--- config.mk ---
export PLATFORM = sky130hd
export DESIGN_NAME = sdcc_channel_ctl
export DESIGN_NICKNAME = d
export VERILOG_FILES = /design/src/logic/sdcc_pkg.sv /design/src/logic/sdcc_channel_ctl.sv /design/src/logic/sdcc_result_store.sv
export VERILOG_INCLUDE_DIRS = /design/src /design/src/logic
export SDC_FILE = /design/constraint.sdc
export NUM_CORES = 1
export LEC_CHECK = 0
export BUFFER_PORTS_ARGS = -buffer_cell sky130_fd_sc_hd__buf_2
export CAP_MARGIN = 5
export CORE_ASPECT_RATIO = 1.4
export CORE_MARGIN = 2
export CORE_UTILIZATION = 50
export DETAILED_ROUTE_END_ITERATION = 8
export PLACE_DENSITY = 0.82
export SYNTH_ARGS = -nofsm -noshare
export SYNTH_HDL_FRONTEND = slang
export SYNTH_SLANG_ARGS = --single-unit
export TNS_END_PERCENT = 50
--- constraint.sdc ---
create_clock -name clock -period 3.1 [get_ports clock]
set_input_delay 0.31 -clock clock [delete_from_list [all_inputs] [get_ports clock]]
set_output_delay 0.31 -clock clock [all_outputs]
set_load 0.02 [all_outputs]
--- src/logic/sdcc_regs.svh ---
// sdcc_regs.svh: offsets, field positions, reset values and codes of the channel control block
// assumes: included by its bare name from sdcc_channel_ctl and from the checker
`ifndef SDCC_REGS_SVH
`define SDCC_REGS_SVH
`define SDCC_CTL_OFF 12'h000
`define SDCC_RES_OFF 12'h004
`define SDCC_STAT_OFF 12'h008
`define SDCC_MASK_OFF 12'h00c
`define SDCC_INFO_OFF 12'h010
`define SDCC_CTL_RST 16'h0000
`define SDCC_CTL_WMASK 16'h7fff
`define SDCC_GRP_BIT 0
`define SDCC_START_BIT 1
`define SDCC_RDY_BIT 2
`define SDCC_IE_BIT 3
`define SDCC_FMT_BIT 4
`define SDCC_OVF_BIT 5
`define SDCC_HALF_BIT 6
`define SDCC_TOG_BIT 7
`define SDCC_RATIO_LSB 8
`define SDCC_SNGL_BIT 10
`define SDCC_XRATIO_BIT 11
`define SDCC_UNI_BIT 12
`define SDCC_BUF_LSB 13
`define SDCC_BUF_MSB 14
`define SDCC_EVT_RST 2'h0
`define SDCC_RATIO_RST 11'h100
`endif

--- src/logic/sdcc_pkg.sv ---
// sdcc_pkg: types of the channel control block
// assumes: sdcc_regs.svh supplies the numeric constants
package sdcc_pkg;
    typedef enum logic [2:0] {
        SDCC_BUF_OFF = 3'b001,
        SDCC_BUF_SLOW = 3'b010,
        SDCC_BUF_MED = 3'b100
    } sdcc_buf_speed_t;
    typedef struct packed {
        logic [11:0] paddr;
        logic psel;
        logic penable;
        logic pwrite;
        logic [31:0] pwdata;
    } sdcc_apb_req_t;
    typedef struct packed {
        logic [31:0] prdata;
        logic pready;
        logic pslverr;
    } sdcc_apb_rsp_t;
    typedef struct packed {
        logic [1:0] input_buffer_mode;
        logic buffer_on;
        logic unipolar_select;
        logic single_conversion_select;
        logic [10:0] decimation_ratio;
        logic ratio_reserved;
        logic result_format_select;
        logic conversion_start_bit;
        logic grouped_with_next;
    } sdcc_cfg_t;
endpackage

--- src/logic/sdcc_channel_ctl.sv ---
// sdcc_channel_ctl: control register of one sigma-delta channel, APB slave, result readout
// assumes: the filter pulses result_valid/overflow_event on this clock; modulator is outside
`timescale 1ns/10ps
`default_nettype none
`include "sdcc_regs.svh"
module sdcc_channel_ctl
    import sdcc_pkg::*;
#(
    parameter bit HAS_BUFFER = 1'b1,
    parameter bit IS_LAST_CHANNEL = 1'b0
) (
    input wire logic clock,
    input wire logic rst,
    input wire sdcc_apb_req_t apb_req,
    output sdcc_apb_rsp_t apb_rsp,
    input wire logic result_valid,
    input wire logic [31:0] result_data,
    input wire logic overflow_event,
    output sdcc_cfg_t cfg,
    output sdcc_buf_speed_t buffer_speed,
    output logic buffer_high_speed,
    output logic irq
);
    ////////////////////////////////////////////////////////////////////////
    typedef struct packed {
        logic [15:0] ctl;
        logic [1:0] stat;
        logic [1:0] mask;
        logic [31:0] prdata;
        sdcc_cfg_t cfg;
        sdcc_buf_speed_t speed;
        logic high_speed;
        logic irq;
    } sdcc_state_t;

    sdcc_state_t s_q;
    sdcc_state_t s_d;
    logic [31:0] result_word;
    logic acc_wr;
    logic acc_rd;
    logic setup_rd;
    logic res_read;
    logic [11:0] addr;
    logic [1:0] evt;
    logic [15:0] wmask;

    function automatic logic [10:0] ratio_of(input logic xbit, input logic [1:0] code);
        logic [10:0] r;
        r = 11'h000;
        unique case ({xbit, code})
            3'b000: r = 11'h100;
            3'b001: r = 11'h080;
            3'b010: r = 11'h040;
            3'b011: r = 11'h020;
            3'b100: r = 11'h200;
            3'b101: r = 11'h400;
            default: r = 11'h000;
        endcase
        return r;
    endfunction

    // read value of one offset, zero where nothing is mapped
    function automatic logic [31:0] read_mux(input logic [11:0] a, input logic [15:0] ctl,
                                             input logic [1:0] stat, input logic [1:0] mask,
                                             input logic [31:0] res);
        logic [31:0] v;
        v = 32'h0000_0000;
        unique case (a)
            `SDCC_CTL_OFF: v = {16'h0000, ctl};
            `SDCC_RES_OFF: v = ctl[`SDCC_HALF_BIT] ? {16'h0000, res[15:0]}
                                                    : {16'h0000, res[31:16]};
            `SDCC_STAT_OFF: v = {30'h0, stat};
            `SDCC_MASK_OFF: v = {30'h0, mask};
            `SDCC_INFO_OFF: v = {30'h0, IS_LAST_CHANNEL, HAS_BUFFER};
            default: v = 32'h0000_0000;
        endcase
        return v;
    endfunction

    sdcc_result_store #(
        .WIDTH(32)
    ) u_store (
        .clock(clock),
        .rst(rst),
        .wr_en(result_valid),
        .wr_data(result_data),
        .rd_data(result_word)
    );

    ////////////////////////////////////////////////////////////////////////
    assign addr = apb_req.paddr;
    assign acc_wr = apb_req.psel && apb_req.penable && apb_req.pwrite;
    assign acc_rd = apb_req.psel && apb_req.penable && !apb_req.pwrite;
    // read data caught in setup so they stand through the access phase
    assign setup_rd = apb_req.psel && !apb_req.penable && !apb_req.pwrite;
    assign res_read = acc_rd && (addr == `SDCC_RES_OFF);
    assign evt = {result_valid, overflow_event};
    // buffer field fixed when not built
    assign wmask = HAS_BUFFER ? `SDCC_CTL_WMASK
                              : (`SDCC_CTL_WMASK & ~(16'h0003 << `SDCC_BUF_LSB));

    always_comb begin
        s_d = s_q;
        if (acc_wr && addr == `SDCC_CTL_OFF) begin
            s_d.ctl = apb_req.pwdata[15:0] & wmask;
        end
        if (acc_wr && addr == `SDCC_STAT_OFF) begin
            s_d.stat = s_q.stat & ~apb_req.pwdata[1:0];
        end
        if (acc_wr && addr == `SDCC_MASK_OFF) begin
            s_d.mask = apb_req.pwdata[1:0];
        end
        // half select flips per result read while the toggle bit is set
        if (res_read && s_q.ctl[`SDCC_TOG_BIT]) begin
            s_d.ctl[`SDCC_HALF_BIT] = ~s_q.ctl[`SDCC_HALF_BIT];
        end
        if (res_read) begin
            s_d.ctl[`SDCC_RDY_BIT] = 1'b0;
        end
        // new result sets ready flag, set wins
        if (result_valid) begin
            s_d.ctl[`SDCC_RDY_BIT] = 1'b1;
        end
        if (overflow_event) begin
            s_d.ctl[`SDCC_OVF_BIT] = 1'b1;
        end
        s_d.stat = s_d.stat | evt;
        if (setup_rd) begin
            s_d.prdata = read_mux(addr, s_q.ctl, s_q.stat, s_q.mask, result_word);
        end
        s_d.speed = SDCC_BUF_OFF;
        s_d.high_speed = 1'b0;
        unique case (s_d.ctl[`SDCC_BUF_MSB:`SDCC_BUF_LSB])
            2'b01: s_d.speed = SDCC_BUF_SLOW;
            2'b10: s_d.speed = SDCC_BUF_MED;
            2'b11: s_d.high_speed = 1'b1;
            default: s_d.speed = SDCC_BUF_OFF;
        endcase
        s_d.cfg.input_buffer_mode = s_d.ctl[`SDCC_BUF_MSB:`SDCC_BUF_LSB];
        s_d.cfg.buffer_on = |s_d.ctl[`SDCC_BUF_MSB:`SDCC_BUF_LSB];
        s_d.cfg.unipolar_select = s_d.ctl[`SDCC_UNI_BIT];
        s_d.cfg.single_conversion_select = s_d.ctl[`SDCC_SNGL_BIT];
        s_d.cfg.decimation_ratio = ratio_of(s_d.ctl[`SDCC_XRATIO_BIT],
                                            s_d.ctl[`SDCC_RATIO_LSB+1:`SDCC_RATIO_LSB]);
        s_d.cfg.ratio_reserved = (s_d.cfg.decimation_ratio == 11'h000);
        s_d.cfg.result_format_select = s_d.ctl[`SDCC_FMT_BIT];
        s_d.cfg.conversion_start_bit = s_d.ctl[`SDCC_START_BIT];
        s_d.cfg.grouped_with_next = s_d.ctl[`SDCC_GRP_BIT] && !IS_LAST_CHANNEL;
        // result interrupt also follows the per-channel enable bit
        s_d.irq = |(s_d.stat & s_d.mask)
                  || (s_d.ctl[`SDCC_IE_BIT] && s_d.ctl[`SDCC_RDY_BIT]);
    end

    always_ff @(posedge clock or posedge rst) begin
        if (rst) begin
            s_q.ctl <= `SDCC_CTL_RST;
            s_q.stat <= `SDCC_EVT_RST;
            s_q.mask <= `SDCC_EVT_RST;
            s_q.prdata <= 32'h0000_0000;
            s_q.cfg <= '{decimation_ratio: `SDCC_RATIO_RST, default: '0};
            s_q.speed <= SDCC_BUF_OFF;
            s_q.high_speed <= 1'b0;
            s_q.irq <= 1'b0;
        end else begin
            s_q <= s_d;
        end
    end

    ////////////////////////////////////////////////////////////////////////
    always_comb begin
        apb_rsp.prdata = s_q.prdata;
        apb_rsp.pready = 1'b1;
        apb_rsp.pslverr = 1'b0;
        if (apb_req.psel && apb_req.penable) begin
            apb_rsp.pready = 1'b1;
        end
    end

    // outputs straight from the state register
    assign cfg = s_q.cfg;
    assign buffer_speed = s_q.speed;
    assign buffer_high_speed = s_q.high_speed;
    assign irq = s_q.irq;
endmodule
`default_nettype wire

--- src/logic/sdcc_result_store.sv ---
// sdcc_result_store: holds the latest 32-bit conversion result, read out of a register
// assumes: one clock, writer and reader in the same domain
`timescale 1ns/10ps
`default_nettype none
module sdcc_result_store #(
    parameter int WIDTH = 32
) (
    input wire logic clock,
    input wire logic rst,
    input wire logic wr_en,
    input wire logic [WIDTH-1:0] wr_data,
    output logic [WIDTH-1:0] rd_data
);
    typedef struct packed {
        logic [WIDTH-1:0] word;
    } sdcc_store_state_t;
    sdcc_store_state_t state_q;
    sdcc_store_state_t state_d;
    always_comb begin
        state_d = state_q;
        if (wr_en) begin
            state_d.word = wr_data;
        end
    end
    always_ff @(posedge clock or posedge rst) begin
        if (rst) begin
            state_q <= '0;
        end else begin
            state_q <= state_d;
        end
    end
    assign rd_data = state_q.word;
endmodule
`default_nettype wire

; ---- Word level (Yosys, flattened, before mapping)
; Index checks and enable logic that the tools add are counted.
[totals]
register_bits = 108
in_bits = 83
output_inout_bits = 59
wordCells = 70
[classes]
eq_ne = 12
muxes = 12
bitwise_logic = 5
reduce_logical = 21
[ops]
columns = operator, count
row1 = 16-bit case mux with 5 select lines, 1
row2 = 11-bit case mux with 6 select lines, 1
row3 = "12-bit by 4-bit == test with 1-bit output, second input constant", 2
row4 = 16-bit two-way mux, 1
row5 = 15-bit two-way mux, 1
row6 = "12-bit by 3-bit == test with 1-bit output, second input constant", 1
row7 = "12-bit by 5-bit == test with 1-bit output, second input constant", 1
row8 = 12-bit logical NOT, 1
row9 = 1-bit logical AND, 11
row10 = 11-bit logical NOT, 1
row11 = "3-bit by 2-bit == test with 1-bit output, second input constant", 2
row12 = "3-bit == test, second input constant", 2
row13 = 3-bit case mux with 2 select lines, 1
row14 = 1-bit two-way mux, 5
row15 = 2-bit AND, 2
row16 = "2-bit == test, second input constant", 2
row17 = 2-bit two-way mux, 2
row18 = 2-bit nonzero test, 2
row19 = 2-bit OR reduction, 2
row20 = "3-bit by 1-bit == test with 1-bit output, second input constant", 1
row21 = 3-bit logical NOT, 1
row22 = "2-bit by 1-bit == test with 1-bit output, second input constant", 1
row23 = 1-bit logical NOT, 2
row24 = 2-bit NOT, 1
row25 = 3 further kinds, 3

; ---- Depth between registers and ports, before layout
; Gate-level depths: netlist of the first run.
[logic_depth]
depth_word = 8
ltp_mapped = 9
ltp_nobuf = 6

; ---- Modules after synthesis
; Synthesis of the first run repeated with hierarchy kept, for this count alone.
[hier_totals]
hier_cells = 343
hier_area_um2 = 4231.6
[modules_own_cells]
columns = mod, instances, cells_each, area_each_um2, seq_area_each_um2
row1 = sdcc_channel_ctl, 1, 274, 2882.8, 1203.7
row2 = sdcc_result_store, 1, 69, 1348.8, 800.8

; ---- Worst setup path before layout of the first run
; Ideal clock, no wire load.
[synth_path]
kind = input to register
start = input port apb_req[44] in the netlist's numbering
end = register s_q, in the netlist buffer_high_speed
setup_time_ns = 0.122
arrival_time_ns = 2.259
required_time_ns = 2.978
setup_slack_ns = 0.719
cell_stages = 9
path_buffers = 3
cell_sequence = or4_1 > buf_6 > or4_4 > buf_6 > buf_2 > nand2_1 > and2_1 > inv_2 > ha_1
[synth_lines]
columns = element, line_no
row1 = "start, declared", sdcc_channel_ctl.sv:14  ; input wire sdcc_apb_req_t apb_req,
row2 = "end, declared", sdcc_channel_ctl.sv:36  ; sdcc_state_t s_q;

==> metrics.md, run 1 <==
| Metric | Value |
|---|---|
| Worst EP arrival | `2.43 ns` |
| Required @ worst endpoint | `3.33 ns` |
| Max IR drop VDD | `0.220 mV` |
| Resize count post-CTS | `0` |
| Grt ovf | `0` |
| Asr flop ratio synth | `100%` |
| Simple-Gate Fraction of Synth Area | `between 10% and 20%` |
| Clock Sinks | `80` |
| Initial DRC count | `around 130` |
| Post-Synth XOR/XNOR Area | `0%` |
| RD Place Congestion | `about 0.83` |
| P&R area growth vs syn | `10.4%` |
| Kind of critical path | `input port to flop` |
| Starting Density | `51.7%` |
| EDFF count, synth | `0` |
| First-pass GRT wire length | `approximately 14000 um` |
| Worst slew pin tran | `between 0.8 and 0.9 ns` |
| Rows | `38` |
| Vias in the first global route | `2864` |
| Fin. max-slew vios | `0` |
| Logic pwr share | `10.2%` |
| Chip Height | `around 110 um` |
| Worst Path Max Fanout | `15` |
| Clock power share | `34.0%` |
| Pleak | `0.00221 uW` |
| Insertion delay to the later sink of the worst-skew pair | `roughly 0.35 ns` |
| Antenna diode count | `0` |
| DP Area | `approximately 0.0043 mm2` |
| Routed len/inst | `approximately 16 um` |
| Post-route DRC | `0` |
| Inserted Clock Buffers | `9` |
| Placed cell count | `525` |
| Pre-Repair DR Iteration Count | `4` |
| Filler instances | `between 600 and 700` |
| Final setup violating endpoints | `0` |
| Post-CTS setup buffer count | `0` |
| Power Internal | `1470 uW` |
| Startpoint types | `input port` |
| Syn avg cell area | `10.9 um2` |
| WL final | `8540 um` |
| Status | `complete, no violations` |
| Fraction of layout cells with a size suffix above 1 | `42.9%` |
| Clock-pin slew on the worst setup and hold paths | `0.09 ns` |
| Mux cell area share after synthesis | `14.4%` |
| Drt via density | `between 5 and 6` |
| Sequential power share | `55.8%` |
| Synth Cell Area | `0.00403 mm2` |
| Switching Fraction | `25.9%` |
| #FFs+latches synth | `80` |
| Final worst-path cycle share | `70.8%` |
| Initial antenna violation count | `0` |
| Hold_buf cts | `0` |
| Worst min path class | `input port to asynchronous set/reset pin` |
| Layout Nets | `523` |
| Pin count of the biggest net entering global routing | `81` |
| Non-Filler Instances | `541` |
| Global Route Usage Sum | `21.0%` |
| PD cells | `445 mW/mm2` |
| Area of the core | `0.00780 mm2` |
| H-tree lvl count | `3` |
| Synth Area in Compound Gates | `7.58%` |
| Ys flop type | `dfrtp_1` |
| Psw | `between 500 and 600 uW` |
| CTS tree | `built` |
| Slew headroom | `between 40% and 50%` |
| CP max-delay cell | `or4_4` |
| Fin. Hold Viols | `0` |
| Gate Count Post-Synth | `371` |
| Adder-Cell Fraction of Synth Area | `1.24%` |
| Main combinational cell family by area after synthesis | `multiplexers` |
| Setup TNS | `0 ns` |
| DIE AREA | `0.00880 mm2` |
| CP peak stage delay | `0.74 ns` |
| Root buffer cell | `clkbuf_8` |
| Via count | `around 2800` |
| Fmax | `456 MHz` |
| Hpwl dp | `6310 um` |
| Setup Skew | `0.0122 ns` |
| I/O pins | `142` |
| Die W | `roughly 80 um` |
| Crit. End Element | `flop` |
| Crit path cell chain | `buf_2 > or4_1 > or4_4 > nand2_1 > and2_1 > inv_2 > ha_1` |
| Fin crit period | `2.19 ns` |
| RSZ-0062 raised after global routing | `no` |
| Antenna viol nets, final | `0` |
| Max clock buf depth | `2` |
| Fin area | `0.00445 mm2` |
| I/O Buffers | `between 100 and 150` |
| Cell variety after synth | `just under 50` |
| Post-synthesis sequential area ratio | `49.8%` |
| Warnings from Yosys | `0` |
| MaxCap Viol Count | `0` |
[cell usage in the layout (no fill, tap or decap), drive strengths merged, types with 3 or more instances in the layout]
cell and count:
and2 3, dfrtp 78, or4 4, a22oi 12, a21oi 4, o21ai 16
nor2 15, clkbuf 9, buf 107, mux2 49, ha 4, clkinv 5
mux2i 3, conb 23, nor4 4, a31oi 4, nand2 53, inv 12
nand3 3, nor3 6
[worst max-delay path: cells and delay by family]
kind                       cells  cell delay [ns]
adders and majority gates      1             0.20
buffers and inverters          2             0.15
and+or+nand+nor                4             1.75
[path summary, 6_finish.rpt]
check,slack (ns),to,from,cells past startpoint
setup / recovery,0.91,buffer_high_speed$_DFF_PP0_,apb_req[44],7
hold / removal,0.04,u_store.rd_data[4]$_DFFE_PP0P_,rst,3
setup reg to reg,1.40,apb_rsp[11]$_DFFE_PP0P_,s_q[67]$_DFFE_PP0P_,3
hold reg to reg,0.48,apb_rsp[10]$_DFFE_PP0P_,apb_rsp[10]$_DFFE_PP0P_,2
max in group asynchronous,2.71,buffer_speed[0]$_DFF_PP1_,rst,3
min in group clock,0.17,s_q[73]$_DFFE_PP0N_,apb_req[12],3
[cell families (layout without fill, tap and decap cells)]
group / after synthesis / in the layout
and+or+nand+nor: 100 / 100
buffers and inverters: 86 / 135
DFF: 80 / 80
muxes: 52 / 52
AOI/OAI and AO/OA: 47 / 47
adders and majority gates: 4 / 4
other: 2 / 23
[sequential cells by signal, indices dropped and copies added, names as in the netlist]
register,cells
buffer_high_speed,1
irq,1
u_store.rd_data,32
s_q,18
cfg,9
buffer_speed,3
apb_rsp,16
[power groups by stage]
stage	logic [uW]	registers, uW	clock network (uW)
detailed placement	204	1130	0
global route	222	1110	741
global placement	197	1120	0
CTS	205	1110	691
floorplan	153	1120	0
finish	202	1110	673
[routing by layer]
metal  wire (um)  vias to the layer above  track usage [%]
met4         248                        0             9.81
met5           0                        -                0
met3         426                       21             4.15
li1            -                     1318                -
met1        3280                     1361             24.6
met2        4590                       91             37.0
[area by class of cell]
class	instances	area, um2	share of cell area [%]
Inverter	12	46.3	1.04
Multi-Input combinational cell	226	1540	34.6
Clock buffer	9	124	2.78
Tap cell	100	125	2.81
Timing Repair Buffer	107	563	12.7
Clock inverter	7	47.5	1.07
Sequential cell	80	2000	45.1
[metrics by stage]
step                      total power, uW  util, %  hold WS, ns  setup WS [ns]
after floorplan                      1270        -        0.402          0.719
after global placement               1320     54.9        0.416          0.595
after detailed placement             1330     54.9        0.428          0.532
after CTS                            2000     57.1       0.0388          0.905
after global routing                 2080     57.1       0.0520          0.797
final                                1980     57.1       0.0372          0.907
[cell usage after synthesis (2+ instances only)]
cell type / instances / area [um2]
buf_6: 3 / 33.8
dfrtp_1: 78 / 1950
nor3_1: 6 / 30.0
mux2i_1: 3 / 30.0
nand3b_1: 2 / 15.0
a22oi_1: 12 / 90.1
or4_4: 2 / 22.5
a31oi_1: 4 / 25.0
inv_2: 3 / 11.3
nand2_1: 51 / 191
buf_2: 4 / 20.0
conb_1: 2 / 7.51
nor3b_1: 2 / 15.0
nand3_1: 3 / 15.0
nor4_4: 2 / 42.5
o21ai_0: 2 / 10.0
nand2_2: 2 / 12.5
inv_1: 9 / 33.8
ha_1: 4 / 50.1
a21oi_1: 4 / 20.0
o21ai_1: 14 / 70.1
nor2_1: 15 / 56.3
dfstp_2: 2 / 52.6
and2_1: 2 / 12.5
mux2_2: 49 / 552
a21o_1: 2 / 15.0
clkbuf_1: 9 / 33.8
buf_4: 57 / 428
nor4_2: 2 / 25.0
or4_1: 2 / 15.0
No activity file was read; power rests on OpenSTA's default activity.
==> run 2, diff against run 1 <==
clock period = 2.22 ns   (was 3.1 ns; I/O delays follow)
==> metrics.md, run 2 (same netlist as run 1, synthesis figures left out) <==
| Metric | Value |
|---|---|
| Hpwl dp | `6390 um (was 6310 um)` |
| Post-route DRC | `0 (unchanged)` |
| Setup Skew | `0.00633 ns (was 0.0122 ns)` |
| Setup TNS | `0 ns (unchanged)` |
| Fin crit period | `1.86 ns` |
| First-pass GRT wire length | `14000 um (was 13800 um)` |
| Root buffer cell | `clkbuf_8 (unchanged)` |
| Global Route Usage Sum | `21.4% (was 21.0%)` |
| Layout Nets | `535 (was 523)` |
| Antenna diode count | `0 (unchanged)` |
| Fin. max-slew vios | `0 (unchanged)` |
| Commonest non-fill, non-tap cell in the layout | `buf_2 (unchanged)` |
| Fin area | `0.00464 mm2 (was 0.00445 mm2)` |
| DIE AREA | `0.00880 mm2 (unchanged)` |
| CP peak stage delay | `0.67 ns (was 0.74 ns)` |
| Fin. Hold Viols | `0 (unchanged)` |
| Chip Height | `110 um (unchanged)` |
| Clock-pin slew on the worst setup and hold paths | `0.09 ns (about the same)` |
| RD Place Congestion | `0.829 (was 0.834)` |
| Drt via density | `5.19 (was 5.16)` |
| Bufs and invs on worst path | `1 (was 2)` |
| Post-Place Worst Slack | `-0.00587 ns (was 0.532 ns)` |
| Routed len/inst | `15.9 um (was 15.8 um)` |
| Required @ worst endpoint | `2.46 ns (was 3.33 ns)` |
| Via count | `2868 (was 2791)` |
| Startpoint types | `input port (unchanged)` |
| WL final | `8790 um (was 8540 um)` |
| Max IR drop VDD | `0.398 mV (was 0.220 mV)` |
| Commonest cells after routing, fill and taps aside | `buf_2, dfrtp_1, nand2_1, mux2_2, conb_1 (unchanged)` |
| Area of the core | `0.00780 mm2 (unchanged)` |
| Grt ovf | `0 (unchanged)` |
| Crit. End Element | `flop (unchanged)` |
| PnR worst setup slack | `0.358 ns (was 0.907 ns)` |
| Insertion delay to the later sink of the worst-skew pair | `0.35 ns (about the same)` |
| Fmax | `537 MHz` |
| Clock Sinks | `80 (unchanged)` |
| H-tree lvl count | `3 (unchanged)` |
| Fraction of layout cells with a size suffix above 1 | `44.8% (was 42.9%)` |
| Filler instances | `678 (was 693)` |
| Top sig layer | `met4 (unchanged)` |
| DP Area | `0.00437 mm2 (was 0.00428 mm2)` |
| Crit path cell chain | `buf_2 > or4_4 > or4_4 > nand2_2 > nand2_2 > a221o_1 (was buf_2 > or4_1 > or4_4 > nand2_1 > and2_1 > inv_2 > ha_1)` |
| PD cells | `681 mW/mm2 (was 445 mW/mm2)` |
| Top delay family on crit path | `simple AND/OR/NAND/NOR gates (unchanged)` |
| Worst EP arrival | `2.10 ns (was 2.43 ns)` |
| I/O Buffers | `101 (unchanged)` |
| Worst Path Max Fanout | `10 (was 15)` |
| Final Hold Slack | `0.0687 ns (was 0.0372 ns)` |
| Routed wl met2 | `4630 um (was 4590 um)` |
| Antenna viol nets, final | `0 (unchanged)` |
| Pre-Repair DR Iteration Count | `4 (unchanged)` |
| Vias in the first global route | `2928 (was 2864)` |
| Worst slew pin tran | `0.526 ns (was 0.834 ns)` |
| Initial DRC count | `131 (was 129)` |
| Wl on met1 | `3400 um (was 3280 um)` |
| I/O pins | `142 (unchanged)` |
| Worst min path class | `input port to flop (was input port to asynchronous set/reset pin)` |
| CTS tree | `built (unchanged)` |
| Status | `complete, no violations (unchanged)` |
| P&R area growth vs syn | `15.1% (was 10.4%)` |
| Slew headroom | `65.0% (was 44.4%)` |
| Final setup violating endpoints | `0 (unchanged)` |
| Max clock buf depth | `2 (unchanged)` |
| Util after Layout | `59.5% (was 57.1%)` |
| WL met3 | `436 um (was 426 um)` |
| Initial antenna violation count | `0 (unchanged)` |
| CP max-delay cell | `or4_4 (unchanged)` |
| Final worst-path cycle share | `83.9%` |
| Rows | `38 (unchanged)` |
| Inserted Clock Buffers | `9 (unchanged)` |
| Kind of critical path | `input port to flop (unchanged)` |
| Pleak | `0.00231 uW (was 0.00221 uW)` |
| Die W | `79.9 um (unchanged)` |
| RSZ-0062 raised after global routing | `no (unchanged)` |
| Starting Density | `51.7% (unchanged)` |
| MaxCap Viol Count | `0 (unchanged)` |
| Pin count of the biggest net entering global routing | `81 (unchanged)` |
| Max reg flops | `32 (unchanged)` |
==> run 2: power by group <==
part           total [uW]  switching [uW]  internal, uW
Clock                1330             542           783
Sequential           1540            28.5          1510
Combinational         289             154           134
Total                3160             725          2430
==> run 2: what timing repair did <==
item                                    4_1_cts  5_1_grt
resized for setup                             0        0
hold buffers                                  1        0
endpoints found under the setup margin        0        0
endpoints found under the hold margin        62        0
setup buffers                                 0        0
==> run 2: final cells by class <==
type | count | area [um2] | area share, %
Clock inverter | 6 | 116 | 2.51
Clock buffer | 10 | 138 | 2.97
Timing Repair Buffer | 119 | 656 | 14.1
Tap cell | 100 | 125 | 2.70
Multi-Input combinational cell | 226 | 1550 | 33.4
Inverter | 12 | 48.8 | 1.05
Sequential cell | 80 | 2000 | 43.2
==> run 2: final timing paths <==
check	endpoint	depth (start not counted)	slack [ns]	startpoint
min	s_q[73]$_DFFE_PP0N_	3	0.07	apb_req[12]
min in group asynchronous	u_store.rd_data[7]$_DFFE_PP0P_	4	0.52	rst
max	irq$_DFF_PP0_	6	0.36	apb_req[44]
max in group asynchronous	buffer_speed[0]$_DFF_PP1_	4	1.35	rst
max reg2reg	apb_rsp[9]$_DFFE_PP0P_	4	0.82	s_q[67]$_DFFE_PP0P_
min reg2reg	apb_rsp[16]$_DFFE_PP0P_	2	0.48	apb_rsp[16]$_DFFE_PP0P_
==> run 2: metal layers <==
layer  global-route usage (%)  vias up
li1                         -     1338
met1                     24.3     1399
met2                     37.5      109
met3                     3.99       22
met4                     12.3        0
met5                        0        -
==> run 2: worst min-delay path, stage by stage <==
cell	delay, ns
buf_2	0.07
nand2_1	0.04
nand2_1	0.05
==> run 2: stage by stage <==
stage	std cells	total power (uW)
CTS	553	3180
finish	553	3160
global placement	536	1850
global route	553	3280
floorplan	392	1780
detailed placement	536	1860
==> run 3, diff against run 2 <==
clock period = 1.8 ns   (was 2.22 ns; I/O delays follow)
==> metrics.md, run 3 (same netlist as run 1, synthesis figures left out) <==
| Metric | Value |
|---|---|
| CTS tree | `built (unchanged)` |
| Starting Density | `51.7% (unchanged)` |
| Inserted Clock Buffers | `9 (unchanged)` |
| R2r setup slk | `0.54 ns (was 0.82 ns)` |
| Via count | `2930 (was 2868)` |
| Crit. End Element | `flop (unchanged)` |
| Clock-pin slew on the worst setup and hold paths | `0.08 ns (was 0.09 ns)` |
| CP peak stage delay | `0.56 ns (was 0.67 ns)` |
| PnR worst setup slack | `0.0188 ns (was 0.358 ns)` |
| Pwr Total | `3480 uW (was 3160 uW)` |
| Routed len/inst | `15.6 um (was 15.9 um)` |
| Fin crit period | `1.78 ns` |
| Grt ovf | `0 (unchanged)` |
| Required @ worst endpoint | `2.03 ns (was 2.46 ns)` |
| Crit path cell chain | `buf_2 > or4_4 > buf_4 > nor4_2 > nor4b_1 > nor3_1 > a221o_1 (was buf_2 > or4_4 > or4_4 > nand2_2 > nand2_2 > a221o_1)` |
| Die W | `79.9 um (unchanged)` |
| Hpwl dp | `6700 um (was 6390 um)` |
| Pleak | `0.00235 uW (was 0.00231 uW)` |
| Pin count of the biggest net entering global routing | `81 (unchanged)` |
| Reg-to-reg startpoint | `s_q[67]$_DFFE_PP0P_ (unchanged)` |
| Filler instances | `669 (was 678)` |
| Worst Path Max Fanout | `4 (was 10)` |
| Insertion delay to the later sink of the worst-skew pair | `0.35 ns (about the same)` |
| Fraction of layout cells with a size suffix above 1 | `46.6% (was 44.8%)` |
| Initial DRC count | `105 (was 131)` |
| R2R depth | `4 (unchanged)` |
| First-pass GRT wire length | `13900 um (was 14000 um)` |
| Resize count post-CTS | `0 (unchanged)` |
| Pre-Repair DR Iteration Count | `4 (unchanged)` |
| Fmax | `approximately 560 MHz` |
| Hold path startpoint | `apb_req[12] (unchanged)` |
| Hold EP | `s_q[73]$_DFFE_PP0N_ (unchanged)` |
| Final worst-path cycle share | `99.0%` |
| Origin of the worst setup path | `apb_req[40] (was apb_req[44])` |
| DIE AREA | `0.00880 mm2 (unchanged)` |
| Max IR drop VDD | `0.435 mV (was 0.398 mV)` |
| Reg-to-Reg End | `apb_rsp[7]$_DFFE_PP0P_ (was apb_rsp[9]$_DFFE_PP0P_)` |
| Layout Nets | `552 (was 535)` |
| Global Route Usage Sum | `21.1% (was 21.4%)` |
| Post-route DRC | `0 (unchanged)` |
| Commonest cells after routing, fill and taps aside | `buf_2, dfrtp_1, nand2_1, mux2_2, buf_4 (was buf_2, dfrtp_1, nand2_1, mux2_2, conb_1)` |
| Root buffer cell | `clkbuf_8 (unchanged)` |
| Max reg flops | `32 (unchanged)` |
| RD Place Congestion | `0.863 (was 0.829)` |
| RSZ-0062 raised after global routing | `no (unchanged)` |
| Chip Height | `110 um (unchanged)` |
| Commonest non-fill, non-tap cell in the layout | `buf_2 (unchanged)` |
| Multi-input logic area | `0.00155 mm2 (unchanged)` |
| Area of the core | `0.00780 mm2 (unchanged)` |
| PD cells | `740 mW/mm2 (was 681 mW/mm2)` |
| Post-Place Worst Slack | `-0.332 ns (was -0.00587 ns)` |
| I/O Buffers | `101 (unchanged)` |
| Initial antenna violation count | `0 (unchanged)` |
| Final setup violating endpoints | `0 (unchanged)` |
| Antenna viol nets, final | `0 (unchanged)` |
| Worst EP arrival | `2.01 ns (was 2.10 ns)` |
| I/O pins | `142 (unchanged)` |
| Fin. Hold Viols | `0 (unchanged)` |
| Worst min path class | `input port to flop (unchanged)` |
| Fin. max-slew vios | `0 (unchanged)` |
| Vias in the first global route | `2917 (was 2928)` |
| Max clock buf depth | `2 (unchanged)` |
| FF+latch area | `0.00200 mm2 (unchanged)` |
| Setup Skew | `0.00990 ns (was 0.00633 ns)` |
| Clock Sinks | `80 (unchanged)` |
| CP max-delay cell | `or4_4 (unchanged)` |
| Kind of critical path | `input port to flop (unchanged)` |
| Startpoint types | `input port (unchanged)` |
| MaxCap Viol Count | `0 (unchanged)` |
| Antenna diode count | `0 (unchanged)` |
| H-tree lvl count | `3 (unchanged)` |
| Hold Crit Depth | `3 (unchanged)` |
| WL final | `8870 um (was 8790 um)` |
| Drt via density | `5.14 (was 5.19)` |
| Status | `complete, no violations (unchanged)` |
| P&R area growth vs syn | `16.7% (was 15.1%)` |
| Util after Layout | `60.3% (was 59.5%)` |
| Rows | `38 (unchanged)` |
-- run 3: cell count changes in the layout (fill, tap and decap cells not counted) --
cell and change:
buf_12 +1, buf_4 +16, bufinv_16 -3, clkbuf_1 +1, clkinv_4 -2, clkinvlp_4 +3
inv_6 +1
-- run 3: final cells by class --
type	instances	share of cell area, %
clock buffer	11	3.01
clock inverter	5	0.851
inverter	12	1.04
multi-input combinational	226	32.9
sequential	80	42.6
tap	100	2.66
timing repair buffer	136	16.9
-- run 3: worst max-delay path: cells and delay by family --
family                 cells  cell delay [ns]
AND/OR/NAND/NOR            4             1.26
buffers and inverters      2             0.28
AO/OA/AOI/OAI              1             0.28
-- run 3: repair_timing --
item,CTS,global route
setup endpoints to repair,0,5
endpoints found under the hold margin,78,0
buffers inserted,0,2
hold buffers,1,0
-- run 3: layer usage --
layer | part of all wire (%) | GRT usage (%) | vias up
met5 | 0 | 0 | -
met4 | 2.0 | 8.96 | 0
li1 | - | - | 1371
met2 | 54 | 38.7 | 109
met3 | 5.4 | 3.26 | 14
met1 | 39 | 24.4 | 1436
-- run 3: worst max path at each step --
stage	end
2_1_floorplan	buffer_high_speed$_DFF_PP0_
3_3_place_gp	irq$_DFF_PP0_
3_5_place_dp	buffer_speed[2]$_DFF_PP0_
4_1_cts	irq$_DFF_PP0_
5_1_grt	apb_rsp[8]$_DFFE_PP0P_
6_report	irq$_DFF_PP0_
-- run 3: stage by stage --
step	hold WS, ns	setup TNS [ns]	std cells	instance area, um2
floorplan	0.272	-3.41	392	4130
global placement	0.320	-5.85	551	4500
detailed placement	0.330	-7.64	551	4500
CTS	0.0208	0	568	4690
global route	0.0364	0	570	4700
finish	0.0345	0	570	4700
-- run 3: where the power goes --
part           switching (uW)  internal (uW)
Combinational             195            177
Sequential               36.0           1870
Clock                     655            546
Total                     887           2590
